### src/rtl/ofi_pkg.sv
// Constants, register map and state encoding for the optical front end serial target port.
// Assumes a single 100 MHz core clock; the bus pins arrive asynchronously.
package ofi_pkg;

    localparam int CLK_MHZ = 100;
    localparam int FAST_MODE_KBPS = 400;
    // One bus bit period in core cycles; the pin filters must settle well inside it
    localparam int BIT_CYCLES = (CLK_MHZ * 1000) / FAST_MODE_KBPS;

    localparam int DATA_W = 16;
    localparam int FIFO_DEPTH = 8;

    localparam logic [6:0] DEFAULT_BUS_ADDR = 7'h64;
    localparam logic [7:0] ADDR_UNLOCK_CODE = 8'had;

    localparam logic [7:0] REG_BUS_ADDRESS_CONFIG = 8'h09;
    localparam logic [7:0] REG_ADDRESS_CHANGE_KEY = 8'h0d;
    localparam logic [7:0] REG_SOFTWARE_RESET_CONTROL = 8'h0f;
    localparam logic [7:0] REG_PIN_BUFFER_ENABLE = 8'h4f;
    localparam logic [7:0] REG_FIFO_LEVEL = 8'h5f;
    localparam logic [7:0] REG_FIFO_READ_PORT = 8'h60;
    localparam logic [7:0] REG_NO_INC_LOW = 8'h5f;
    localparam logic [7:0] REG_NO_INC_HIGH = 8'h7f;

    // Field positions
    localparam int CFG_ADDR_LSB = 1;
    localparam int CFG_ADDR_MSB = 7;
    localparam int CFG_CODE_LSB = 8;
    localparam int CFG_CODE_MSB = 15;
    localparam int KEY_USE_INT = 0;
    localparam int KEY_INT_LEVEL = 1;
    localparam int KEY_USE_AUX = 2;
    localparam int KEY_AUX_LEVEL = 3;
    localparam int PINBUF_AUX_EN = 0;
    localparam int PINBUF_INT_EN = 1;
    localparam int SRST_BIT = 0;

    localparam logic [15:0] RESET_WORD = 16'h0000;
    localparam logic [3:0] BYTE_BITS = 4'h8;

    typedef enum logic [3:0] {
        OFI_IDLE,
        OFI_ADDR,
        OFI_ADDR_ACK,
        OFI_REG,
        OFI_REG_ACK,
        OFI_WDATA,
        OFI_WACK,
        OFI_RDATA,
        OFI_RACK
    } ofi_state_e_t;

endpackage : ofi_pkg

### src/rtl/ofi_fifo.sv
// Synchronous word FIFO with valid/ready on both sides and a flush.
// Assumes both sides run on the same clock as the serial target port.
`timescale 1ns/10ps
module ofi_fifo
    import ofi_pkg::*;
#(
    parameter int WIDTH = DATA_W,
    parameter int DEPTH = FIFO_DEPTH
)
(
    input wire logic clk_i,
    input wire logic arst_n_i,
    input wire logic flush_i,
    input wire logic in_valid_i,
    output logic in_ready_o,
    input wire logic [WIDTH-1:0] in_data_i,
    output logic out_valid_o,
    input wire logic out_ready_i,
    output logic [WIDTH-1:0] out_data_o,
    output logic [$clog2(DEPTH+1)-1:0] count_o
);

    localparam int PW = $clog2(DEPTH);
    localparam int CW = $clog2(DEPTH+1);
    localparam logic [PW-1:0] PTR_LAST = PW'(DEPTH - 1);
    localparam logic [CW-1:0] CNT_FULL = CW'(DEPTH);

    typedef struct packed {
        logic [DEPTH-1:0][WIDTH-1:0] mem;
        logic [PW-1:0] wp;
        logic [PW-1:0] rp;
        logic [CW-1:0] cnt;
    } ofi_fifo_state_t;

    ofi_fifo_state_t s;
    ofi_fifo_state_t next_s;
    logic push;
    logic pop;

    assign in_ready_o = (s.cnt != CNT_FULL);
    assign out_valid_o = (s.cnt != '0);
    assign out_data_o = s.mem[s.rp];
    assign count_o = s.cnt;

    always_comb
    begin
        next_s = s;
        push = in_valid_i && in_ready_o;
        pop = out_ready_i && out_valid_o;
        if (push)
        begin
            next_s.mem[s.wp] = in_data_i;
            next_s.wp = (s.wp == PTR_LAST) ? '0 : PW'(s.wp + 1'b1);
        end
        if (pop)
        begin
            next_s.rp = (s.rp == PTR_LAST) ? '0 : PW'(s.rp + 1'b1);
        end
        if (push && !pop)
        begin
            next_s.cnt = CW'(s.cnt + 1'b1);
        end
        else if (pop && !push)
        begin
            next_s.cnt = CW'(s.cnt - 1'b1);
        end
        // Flush drops everything, including a word offered in the same cycle
        if (flush_i)
        begin
            next_s.wp = '0;
            next_s.rp = '0;
            next_s.cnt = '0;
        end
    end

    always_ff @(posedge clk_i or negedge arst_n_i)
    begin
        if (!arst_n_i)
        begin
            s <= '0;
        end
        else
        begin
            s <= next_s;
        end
    end

endmodule : ofi_fifo

### src/rtl/ofi_i2c_target.sv
// Two-wire serial target port of the optical front end: bus address handling,
// keyed address change, word reads with auto-advance, single-word writes, soft reset.
// Assumes SCL, SDA and the strap pins are asynchronous; SDA is open drain and
// resolved outside; the sample stream arrives on the core clock.
//
// Notes on behaviour
// - Acts as a bus target; pins are filtered fast enough for 400 kbps.
// - Registers are reached only through the serial port.
// - After asynchronous reset the target answers at 7-bit address 0x64; soft reset keeps the current address.
// - An accepted address change takes bits 7:1 of the written config word.
// - Key register picks which interrupt and aux select pin levels qualify.
// - New address applies only when the upper config byte is 0xAD.
// - Config write must be the very next register write after the key.
// - Multiword read: host acknowledges until the last byte of the last word.
// - Each word read from the FIFO location pops one entry.
// - Read address advances per word, except at 0x5F, 0x60 and 0x7F.
// - A write carries at most one 16-bit word; extra bytes are refused.
// - Writing soft reset bit 0 resets at once and is not acknowledged.
// - Start, address with direction bit, data, then stop frame each transfer.
`timescale 1ns/10ps
module ofi_i2c_target
    import ofi_pkg::*;
(
    input wire logic clk_i,
    input wire logic arst_n_i,
    input wire logic scl_i,
    input wire logic sda_i,
    output logic sda_o,
    output logic sda_oe_o,
    input wire logic int_i,
    input wire logic auxiliary_select_pin_i,
    input wire logic data_valid_i,
    input wire logic [DATA_W-1:0] data_i,
    output logic data_ready_o,
    output logic [6:0] bus_address_o,
    output logic soft_reset_o
);

    localparam int CW = $clog2(FIFO_DEPTH+1);

    typedef struct packed {
        ofi_state_e_t st;
        logic [2:0] scl_q;
        logic [2:0] sda_q;
        logic [2:0] int_q;
        logic [2:0] aux_q;
        logic scl_f;
        logic sda_f;
        logic int_f;
        logic aux_f;
        logic [3:0] bitcnt;
        logic [7:0] shreg;
        logic rw;
        logic [7:0] reg_ptr;
        logic [1:0] widx;
        logic [7:0] wmsb;
        logic [15:0] rword;
        logic rhalf;
        logic acked;
        logic oe;
        logic [15:0] bus_cfg;
        logic [15:0] key;
        logic [15:0] pinbuf;
        logic armed;
        logic [6:0] dev_addr;
        logic pop;
        logic srst;
    } ofi_state_t;

    ofi_state_t s;
    ofi_state_t next_s;
    logic fifo_valid;
    logic [DATA_W-1:0] fifo_head;
    logic [CW-1:0] fifo_count;

    // Word returned for a register pointer; unmapped locations read as zero
    function automatic logic [15:0] ofi_read_word(
        input logic [7:0] ptr,
        input ofi_state_t cur,
        input logic hv,
        input logic [DATA_W-1:0] head,
        input logic [CW-1:0] cnt
    );
        logic [15:0] w;
        w = RESET_WORD;
        if (ptr == REG_BUS_ADDRESS_CONFIG)
        begin
            w = cur.bus_cfg;
        end
        else if (ptr == REG_ADDRESS_CHANGE_KEY)
        begin
            w = cur.key;
        end
        else if (ptr == REG_PIN_BUFFER_ENABLE)
        begin
            w = cur.pinbuf;
        end
        else if (ptr == REG_FIFO_LEVEL)
        begin
            w = 16'(cnt);
        end
        else if (ptr == REG_FIFO_READ_PORT)
        begin
            w = hv ? head : RESET_WORD;
        end
        return w;
    endfunction : ofi_read_word

    // Whether the strap pins, as buffered, match the stored key
    function automatic logic ofi_pins_qualify(input ofi_state_t cur);
        logic int_ok;
        logic aux_ok;
        int_ok = !cur.key[KEY_USE_INT]
            || (cur.pinbuf[PINBUF_INT_EN] && (cur.int_f == cur.key[KEY_INT_LEVEL]));
        aux_ok = !cur.key[KEY_USE_AUX]
            || (cur.pinbuf[PINBUF_AUX_EN] && (cur.aux_f == cur.key[KEY_AUX_LEVEL]));
        return int_ok && aux_ok;
    endfunction : ofi_pins_qualify

    // Settled level of one sync chain; a lone glitch on the pin never reaches the state machine
    function automatic logic ofi_settle(input logic [2:0] q, input logic f);
        return (q[1] == q[2]) ? q[2] : f;
    endfunction : ofi_settle

    always_comb
    begin
        logic scl_rise;
        logic scl_fall;
        logic start_c;
        logic stop_c;
        logic [15:0] word;
        logic [15:0] nword;
        logic [7:0] nptr;
        scl_rise = 1'b0;
        scl_fall = 1'b0;
        start_c = 1'b0;
        stop_c = 1'b0;
        word = RESET_WORD;
        nword = RESET_WORD;
        nptr = s.reg_ptr;

        next_s = s;
        next_s.pop = 1'b0;
        next_s.srst = 1'b0;

        // Three-stage sync; a level counts once stages two and three agree
        next_s.scl_q = {s.scl_q[1:0], scl_i};
        next_s.sda_q = {s.sda_q[1:0], sda_i};
        next_s.int_q = {s.int_q[1:0], int_i};
        next_s.aux_q = {s.aux_q[1:0], auxiliary_select_pin_i};
        next_s.scl_f = ofi_settle(s.scl_q, s.scl_f);
        next_s.sda_f = ofi_settle(s.sda_q, s.sda_f);
        next_s.int_f = ofi_settle(s.int_q, s.int_f);
        next_s.aux_f = ofi_settle(s.aux_q, s.aux_f);

        scl_rise = !s.scl_f && next_s.scl_f;
        scl_fall = s.scl_f && !next_s.scl_f;
        start_c = s.scl_f && next_s.scl_f && s.sda_f && !next_s.sda_f;
        stop_c = s.scl_f && next_s.scl_f && !s.sda_f && next_s.sda_f;

        if (stop_c)
        begin
            next_s.st = OFI_IDLE;
            next_s.oe = 1'b0;
        end
        else if (start_c)
        begin
            // Repeated start keeps the register pointer for the read phase
            next_s.st = OFI_ADDR;
            next_s.bitcnt = '0;
            next_s.oe = 1'b0;
        end
        else
        begin
            case (s.st)
                OFI_IDLE:
                begin
                    next_s.oe = 1'b0;
                end
                OFI_ADDR:
                begin
                    if (scl_rise)
                    begin
                        next_s.shreg = {s.shreg[6:0], next_s.sda_f};
                        next_s.bitcnt = 4'(s.bitcnt + 4'h1);
                    end
                    else if (scl_fall && (s.bitcnt == BYTE_BITS))
                    begin
                        if (s.shreg[7:1] == s.dev_addr)
                        begin
                            next_s.rw = s.shreg[0];
                            next_s.oe = 1'b1;
                            next_s.st = OFI_ADDR_ACK;
                        end
                        else
                        begin
                            // Not ours: stay silent until the next start
                            next_s.st = OFI_IDLE;
                        end
                    end
                end
                OFI_ADDR_ACK:
                begin
                    if (scl_fall)
                    begin
                        next_s.bitcnt = '0;
                        if (s.rw)
                        begin
                            nword = ofi_read_word(s.reg_ptr, s, fifo_valid, fifo_head, fifo_count);
                            next_s.rword = nword;
                            next_s.shreg = nword[15:8];
                            next_s.oe = !nword[15];
                            next_s.rhalf = 1'b0;
                            next_s.st = OFI_RDATA;
                        end
                        else
                        begin
                            next_s.oe = 1'b0;
                            next_s.st = OFI_REG;
                        end
                    end
                end
                OFI_REG:
                begin
                    if (scl_rise)
                    begin
                        next_s.shreg = {s.shreg[6:0], next_s.sda_f};
                        next_s.bitcnt = 4'(s.bitcnt + 4'h1);
                    end
                    else if (scl_fall && (s.bitcnt == BYTE_BITS))
                    begin
                        next_s.reg_ptr = s.shreg;
                        next_s.widx = 2'h0;
                        next_s.oe = 1'b1;
                        next_s.st = OFI_REG_ACK;
                    end
                end
                OFI_REG_ACK, OFI_WACK:
                begin
                    if (scl_fall)
                    begin
                        next_s.oe = 1'b0;
                        next_s.bitcnt = '0;
                        next_s.st = OFI_WDATA;
                    end
                end
                OFI_WDATA:
                begin
                    if (scl_rise)
                    begin
                        next_s.shreg = {s.shreg[6:0], next_s.sda_f};
                        next_s.bitcnt = 4'(s.bitcnt + 4'h1);
                    end
                    else if (scl_fall && (s.bitcnt == BYTE_BITS))
                    begin
                        if (s.widx == 2'h0)
                        begin
                            next_s.wmsb = s.shreg;
                            next_s.widx = 2'h1;
                            next_s.oe = 1'b1;
                            next_s.st = OFI_WACK;
                        end
                        else if (s.widx == 2'h1)
                        begin
                            word = {s.wmsb, s.shreg};
                            next_s.widx = 2'h2;
                            next_s.oe = 1'b1;
                            next_s.st = OFI_WACK;
                            // Any write other than the key disarms a pending change
                            next_s.armed = 1'b0;
                            if (s.reg_ptr == REG_BUS_ADDRESS_CONFIG)
                            begin
                                next_s.bus_cfg = word;
                                if (s.armed && (word[CFG_CODE_MSB:CFG_CODE_LSB] == ADDR_UNLOCK_CODE)
                                    && ofi_pins_qualify(s))
                                begin
                                    next_s.dev_addr = word[CFG_ADDR_MSB:CFG_ADDR_LSB];
                                end
                            end
                            else if (s.reg_ptr == REG_ADDRESS_CHANGE_KEY)
                            begin
                                next_s.key = word;
                                next_s.armed = 1'b1;
                            end
                            else if (s.reg_ptr == REG_PIN_BUFFER_ENABLE)
                            begin
                                next_s.pinbuf = word;
                            end
                            else if ((s.reg_ptr == REG_SOFTWARE_RESET_CONTROL) && word[SRST_BIT])
                            begin
                                // Reset is immediate, so the word is left unacknowledged
                                next_s.oe = 1'b0;
                                next_s.srst = 1'b1;
                                next_s.st = OFI_IDLE;
                                next_s.bus_cfg = RESET_WORD;
                                next_s.key = RESET_WORD;
                                next_s.pinbuf = RESET_WORD;
                                next_s.reg_ptr = '0;
                            end
                        end
                        else
                        begin
                            // Only one word per write: further bytes get no acknowledge
                            next_s.oe = 1'b0;
                            next_s.st = OFI_IDLE;
                        end
                    end
                end
                OFI_RDATA:
                begin
                    if (scl_rise)
                    begin
                        next_s.bitcnt = 4'(s.bitcnt + 4'h1);
                    end
                    else if (scl_fall)
                    begin
                        if (s.bitcnt == BYTE_BITS)
                        begin
                            next_s.oe = 1'b0;
                            next_s.st = OFI_RACK;
                        end
                        else
                        begin
                            next_s.shreg = {s.shreg[6:0], 1'b0};
                            next_s.oe = !s.shreg[6];
                        end
                    end
                end
                OFI_RACK:
                begin
                    if (scl_rise)
                    begin
                        next_s.acked = !next_s.sda_f;
                        if (s.rhalf)
                        begin
                            if (s.reg_ptr == REG_FIFO_READ_PORT)
                            begin
                                next_s.pop = fifo_valid;
                            end
                            else if ((s.reg_ptr != REG_NO_INC_LOW) && (s.reg_ptr != REG_NO_INC_HIGH))
                            begin
                                next_s.reg_ptr = 8'(s.reg_ptr + 8'h01);
                            end
                        end
                        if (next_s.sda_f)
                        begin
                            // Host ended the burst; release the line and wait for stop
                            next_s.st = OFI_IDLE;
                        end
                    end
                    else if (scl_fall && s.acked)
                    begin
                        next_s.bitcnt = '0;
                        if (!s.rhalf)
                        begin
                            next_s.shreg = s.rword[7:0];
                            next_s.oe = !s.rword[7];
                            next_s.rhalf = 1'b1;
                        end
                        else
                        begin
                            nptr = s.reg_ptr;
                            nword = ofi_read_word(nptr, s, fifo_valid, fifo_head, fifo_count);
                            next_s.rword = nword;
                            next_s.shreg = nword[15:8];
                            next_s.oe = !nword[15];
                            next_s.rhalf = 1'b0;
                        end
                        next_s.st = OFI_RDATA;
                    end
                end
                default:
                begin
                    next_s.st = OFI_IDLE;
                    next_s.oe = 1'b0;
                end
            endcase
        end
    end

    always_ff @(posedge clk_i or negedge arst_n_i)
    begin
        if (!arst_n_i)
        begin
            s <= '0;
            s.st <= OFI_IDLE;
            s.scl_q <= 3'h7;
            s.sda_q <= 3'h7;
            s.scl_f <= 1'b1;
            s.sda_f <= 1'b1;
            s.dev_addr <= DEFAULT_BUS_ADDR;
        end
        else
        begin
            s <= next_s;
        end
    end

    // Sample stream into the read-port FIFO; the producer stalls while it is full
    ofi_fifo #(
        .WIDTH(DATA_W),
        .DEPTH(FIFO_DEPTH)
    ) u_fifo (
        .clk_i(clk_i),
        .arst_n_i(arst_n_i),
        .flush_i(s.srst),
        .in_valid_i(data_valid_i),
        .in_ready_o(data_ready_o),
        .in_data_i(data_i),
        .out_valid_o(fifo_valid),
        .out_ready_i(s.pop),
        .out_data_o(fifo_head),
        .count_o(fifo_count)
    );

    // Registers reachable only over the serial pins; SDA can only pull low
    assign sda_o = 1'b0;
    assign sda_oe_o = s.oe;
    assign bus_address_o = s.dev_addr;
    assign soft_reset_o = s.srst;

endmodule : ofi_i2c_target

### config.mk
export PLATFORM = sky130hd
export DESIGN_NAME = ofi_i2c_target
export DESIGN_NICKNAME = d
export VERILOG_FILES = /design/src/rtl/ofi_pkg.sv /design/src/rtl/ofi_fifo.sv /design/src/rtl/ofi_i2c_target.sv
export SDC_FILE = /design/constraint.sdc
export NUM_CORES = 1
export LEC_CHECK = 0
export BUFFER_PORTS_ARGS = -buffer_cell sky130_fd_sc_hd__buf_2
export CAP_MARGIN = 20
export CORE_MARGIN = 4
export CORE_UTILIZATION = 30
export CTS_BUF_LIST = sky130_fd_sc_hd__clkbuf_16
export DETAILED_ROUTE_END_ITERATION = 6
export HOLD_SLACK_MARGIN = 0.15
export PLACE_DENSITY = 0.43
export SLEW_MARGIN = 20
export SYNTH_ARGS = -nofsm -noshare
export SYNTH_HDL_FRONTEND = slang
export SYNTH_HIERARCHICAL = 1
export SYNTH_SLANG_ARGS = --single-unit
### constraint.sdc
create_clock -name clk_i -period 5.5 [get_ports clk_i]
set_input_delay 1.65 -clock clk_i [delete_from_list [all_inputs] [get_ports clk_i]]
set_output_delay 1.65 -clock clk_i [all_outputs]
set_load 0.01 [all_outputs]
==> qor.yml <==
clocking:
  cts.path.max_buffers: 3
  hold_buffers: 0
  cts.sinks: 258
  insertion_delay_ps: 570
  h-tree-depth: 1
  cts_resized: 0
  cts_tree: "done"
  cts_buffers: 31
  cts_root_buf: "clkbuf_16"
  cts_setup_buffers: 0
  clk_pin_slew_ps: 60
timing:
  max_freq_ghz: 0.273
  rsz0062_at_grt: "no"
  skew_ps: 16.2
  slew_violations: 0
  tns_ps: 0
  worst_pin_slew_ps: 1030
  finalHoldViolCount: 0
  finalCriticalPeriod_ps: 3660
  fin_crit_sh: 0.666
  slew-limit-headroom: 0.310
  setup_viol: 0
synthesis:
  syn-cell-area_um2: 13000
  synth_top_cell_area_share: 0.475
  yosys_register_bits: 258
  ys_top_cells_by_area: "dfrtp_1 (48%), mux2_2 (12%), mux4_2 (5.5%)"
  syn_nets: 1090
  synth_top_flop_cell: "dfrtp_1"
  ys_seq_area_frac: 0.497
  synth.avg_cell_area_um2: 12.3
  ys_types: 90
  yosys.area.top_type: "dfrtp_1"
  synthCells: 1055
  synthTopCellsByCount: "dfrtp_1 (247), mux2_2 (137), nand2_1 (97), a21oi_1 (46), o21ai_0 (40)"
  ys_warn_count: 6
  synth-edff-count: 0
  async_reset_ff_frac: 1.00
  synth.most_common_cell: "dfrtp_1"
placement:
  gp_congestion: 0.785
  postPlaceCellArea_um2: 13500
  portBuffers: 32
  hpwl_mm: 22.5
floorplan:
  core_um2: 43000
  boundaryPins: 34
  die_h_um: 216
  dieArea_um2: 46800
  start_util: 0.303
  die_w_um: 216
  core.rowCount: 76
hold_path:
  hold_depth: 0
  min_from: "next_s[113]"
  hp-class: "reg -> reg"
  min_to: "next_s[114]"
finish:
  final_cell_area_um2: 14400
  fill_cells: 4317
  syn_to_final_growth_pct: 10.9
  utilization: 0.335
  drive_above_1_share: 0.307
  finalNetCount: 1082
detailed_routing:
  ant_nets: 0
  met3_length_mm: 1.28
  vias_per_cell: 5.10
  initialDrtViolationCount: 451
  drc: 0
  wl_per_cell_um: 21.1
  top_layer: "met4"
  wl_met1_mm: 16.5
  wl_met2_mm: 16.2
  vias: 8432
  wl_mm: 34.8
  drtPass1Iterations: 5
global_routing:
  grt_pass1_wl_mm: 54.8
  grt_use_total: 0.149
  overflow: 0
  grt_max_degree: 103
  antenna_found_initial: 1
  grt_pass1_vias: 8730
status:
  status: "complete, no violations"
setup_path:
  crit_start: "u_fifo/count_o[0]"
  r2r_start: "s[126]"
  end_kind: "primary output"
  rrSetupSlack_ps: 2320
  critPathKind: "reg -> out"
  required_ps: 3850
  r2r_cells: 6
  start_kind: "register"
  reg2reg_to: "s[22]"
  arrival_ps: 2010
  worst-path-max-fanout: 8
power_and_ir_drop:
  powerDensity_nw_per_um2: 447
  leakagePower_nw: 6.30
  ir_drop_mv: 0.210
run:
  maxCapViolations: 0
critical path, stage by stage, from the launching register on:
cell	delay [ps]
dfrtp_1	520
or4b_1	710
buf_2	220
area by class of cell:
cell class | count | area (um2) | share of cell area
repair buffers | 50 | 318 | 0.0220
inverters | 25 | 93.8 | 0.00651
well taps | 585 | 732 | 0.0508
flip-flops and latches | 258 | 6470 | 0.449
clock inverters | 23 | 123 | 0.00850
clock buffers | 31 | 776 | 0.0538
multi-input cells | 681 | 5900 | 0.409
diodes | 1 | 2.50 | 0.000174
worst max-delay path by stage:
stage,end,slack [ps],cells past startpoint
after floorplan,u_fifo/count_o[3],2330,8
after global placement,u_fifo/count_o[3],2070,8
after detailed placement,u_fifo/count_o[3],1990,8
after CTS,data_ready_o,1780,2
after global routing,data_ready_o,1760,2
final,data_ready_o,1840,2
per-layer routing:
| layer | global-route usage | vias to the layer above |
|---|---|---|
| li1 | - | 3835 |
| met1 | 0.216 | 4402 |
| met2 | 0.236 | 149 |
| met3 | 0.0226 | 46 |
| met4 | 0.0373 | 0 |
| met5 | 0 | - |
flip-flops by register name, indices dropped and copies added, names as in the netlist:
| signal | flops |
|---|---|
| sda_oe_o | 1 |
| bus_address_o | 7 |
| u_fifo/count_o | 4 |
| s | 103 |
| u_fifo/s | 134 |
| next_s | 8 |
| soft_reset_o | 1 |
power by group:
group          total [mW]  internal (mW)  switching [mW]
sequential           2.92           2.45           0.467
combinational        1.68          0.974           0.709
clock                1.84           1.05           0.788
cell families after synthesis:
logic type,synth area share
flops,0.497
simple gates,0.108
mux,0.222
compound gates,0.0976
buf+inv,0.0497
fa+ha+maj,0.0152
xor+xnor,0.00943
other cells,0.000288
metrics by stage:
stage          hold WS (ps)  std cells  setup WS [ps]  total power [mW]
2_1_floorplan           331       1055           2330              4.17
3_3_place_gp            334       1599           2070              4.62
3_5_place_dp            336       1599           1990              4.66
4_1_cts                 349       1653           1780              6.54
5_1_grt                 354       1653           1760              6.84
6_report                346       1654           1840              6.44
cell usage in the layout, fill, tap and decap left out, types with 18 or more instances in the layout:
master | synthesis | layout
o21ai_0 | 40 | 40
nand3_1 | 38 | 38
a22o_1 | 18 | 18
nor2_1 | 29 | 29
inv_1 | 25 | 38
a21oi_1 | 46 | 46
clkbuf_16 | 0 | 31
mux2_4 | 33 | 33
dfrtp_1 | 247 | 246
buf_2 | 27 | 31
mux2_2 | 137 | 137
nand2_1 | 97 | 97
mux4_2 | 32 | 32
No activity file was read; power rests on OpenSTA's default activity.
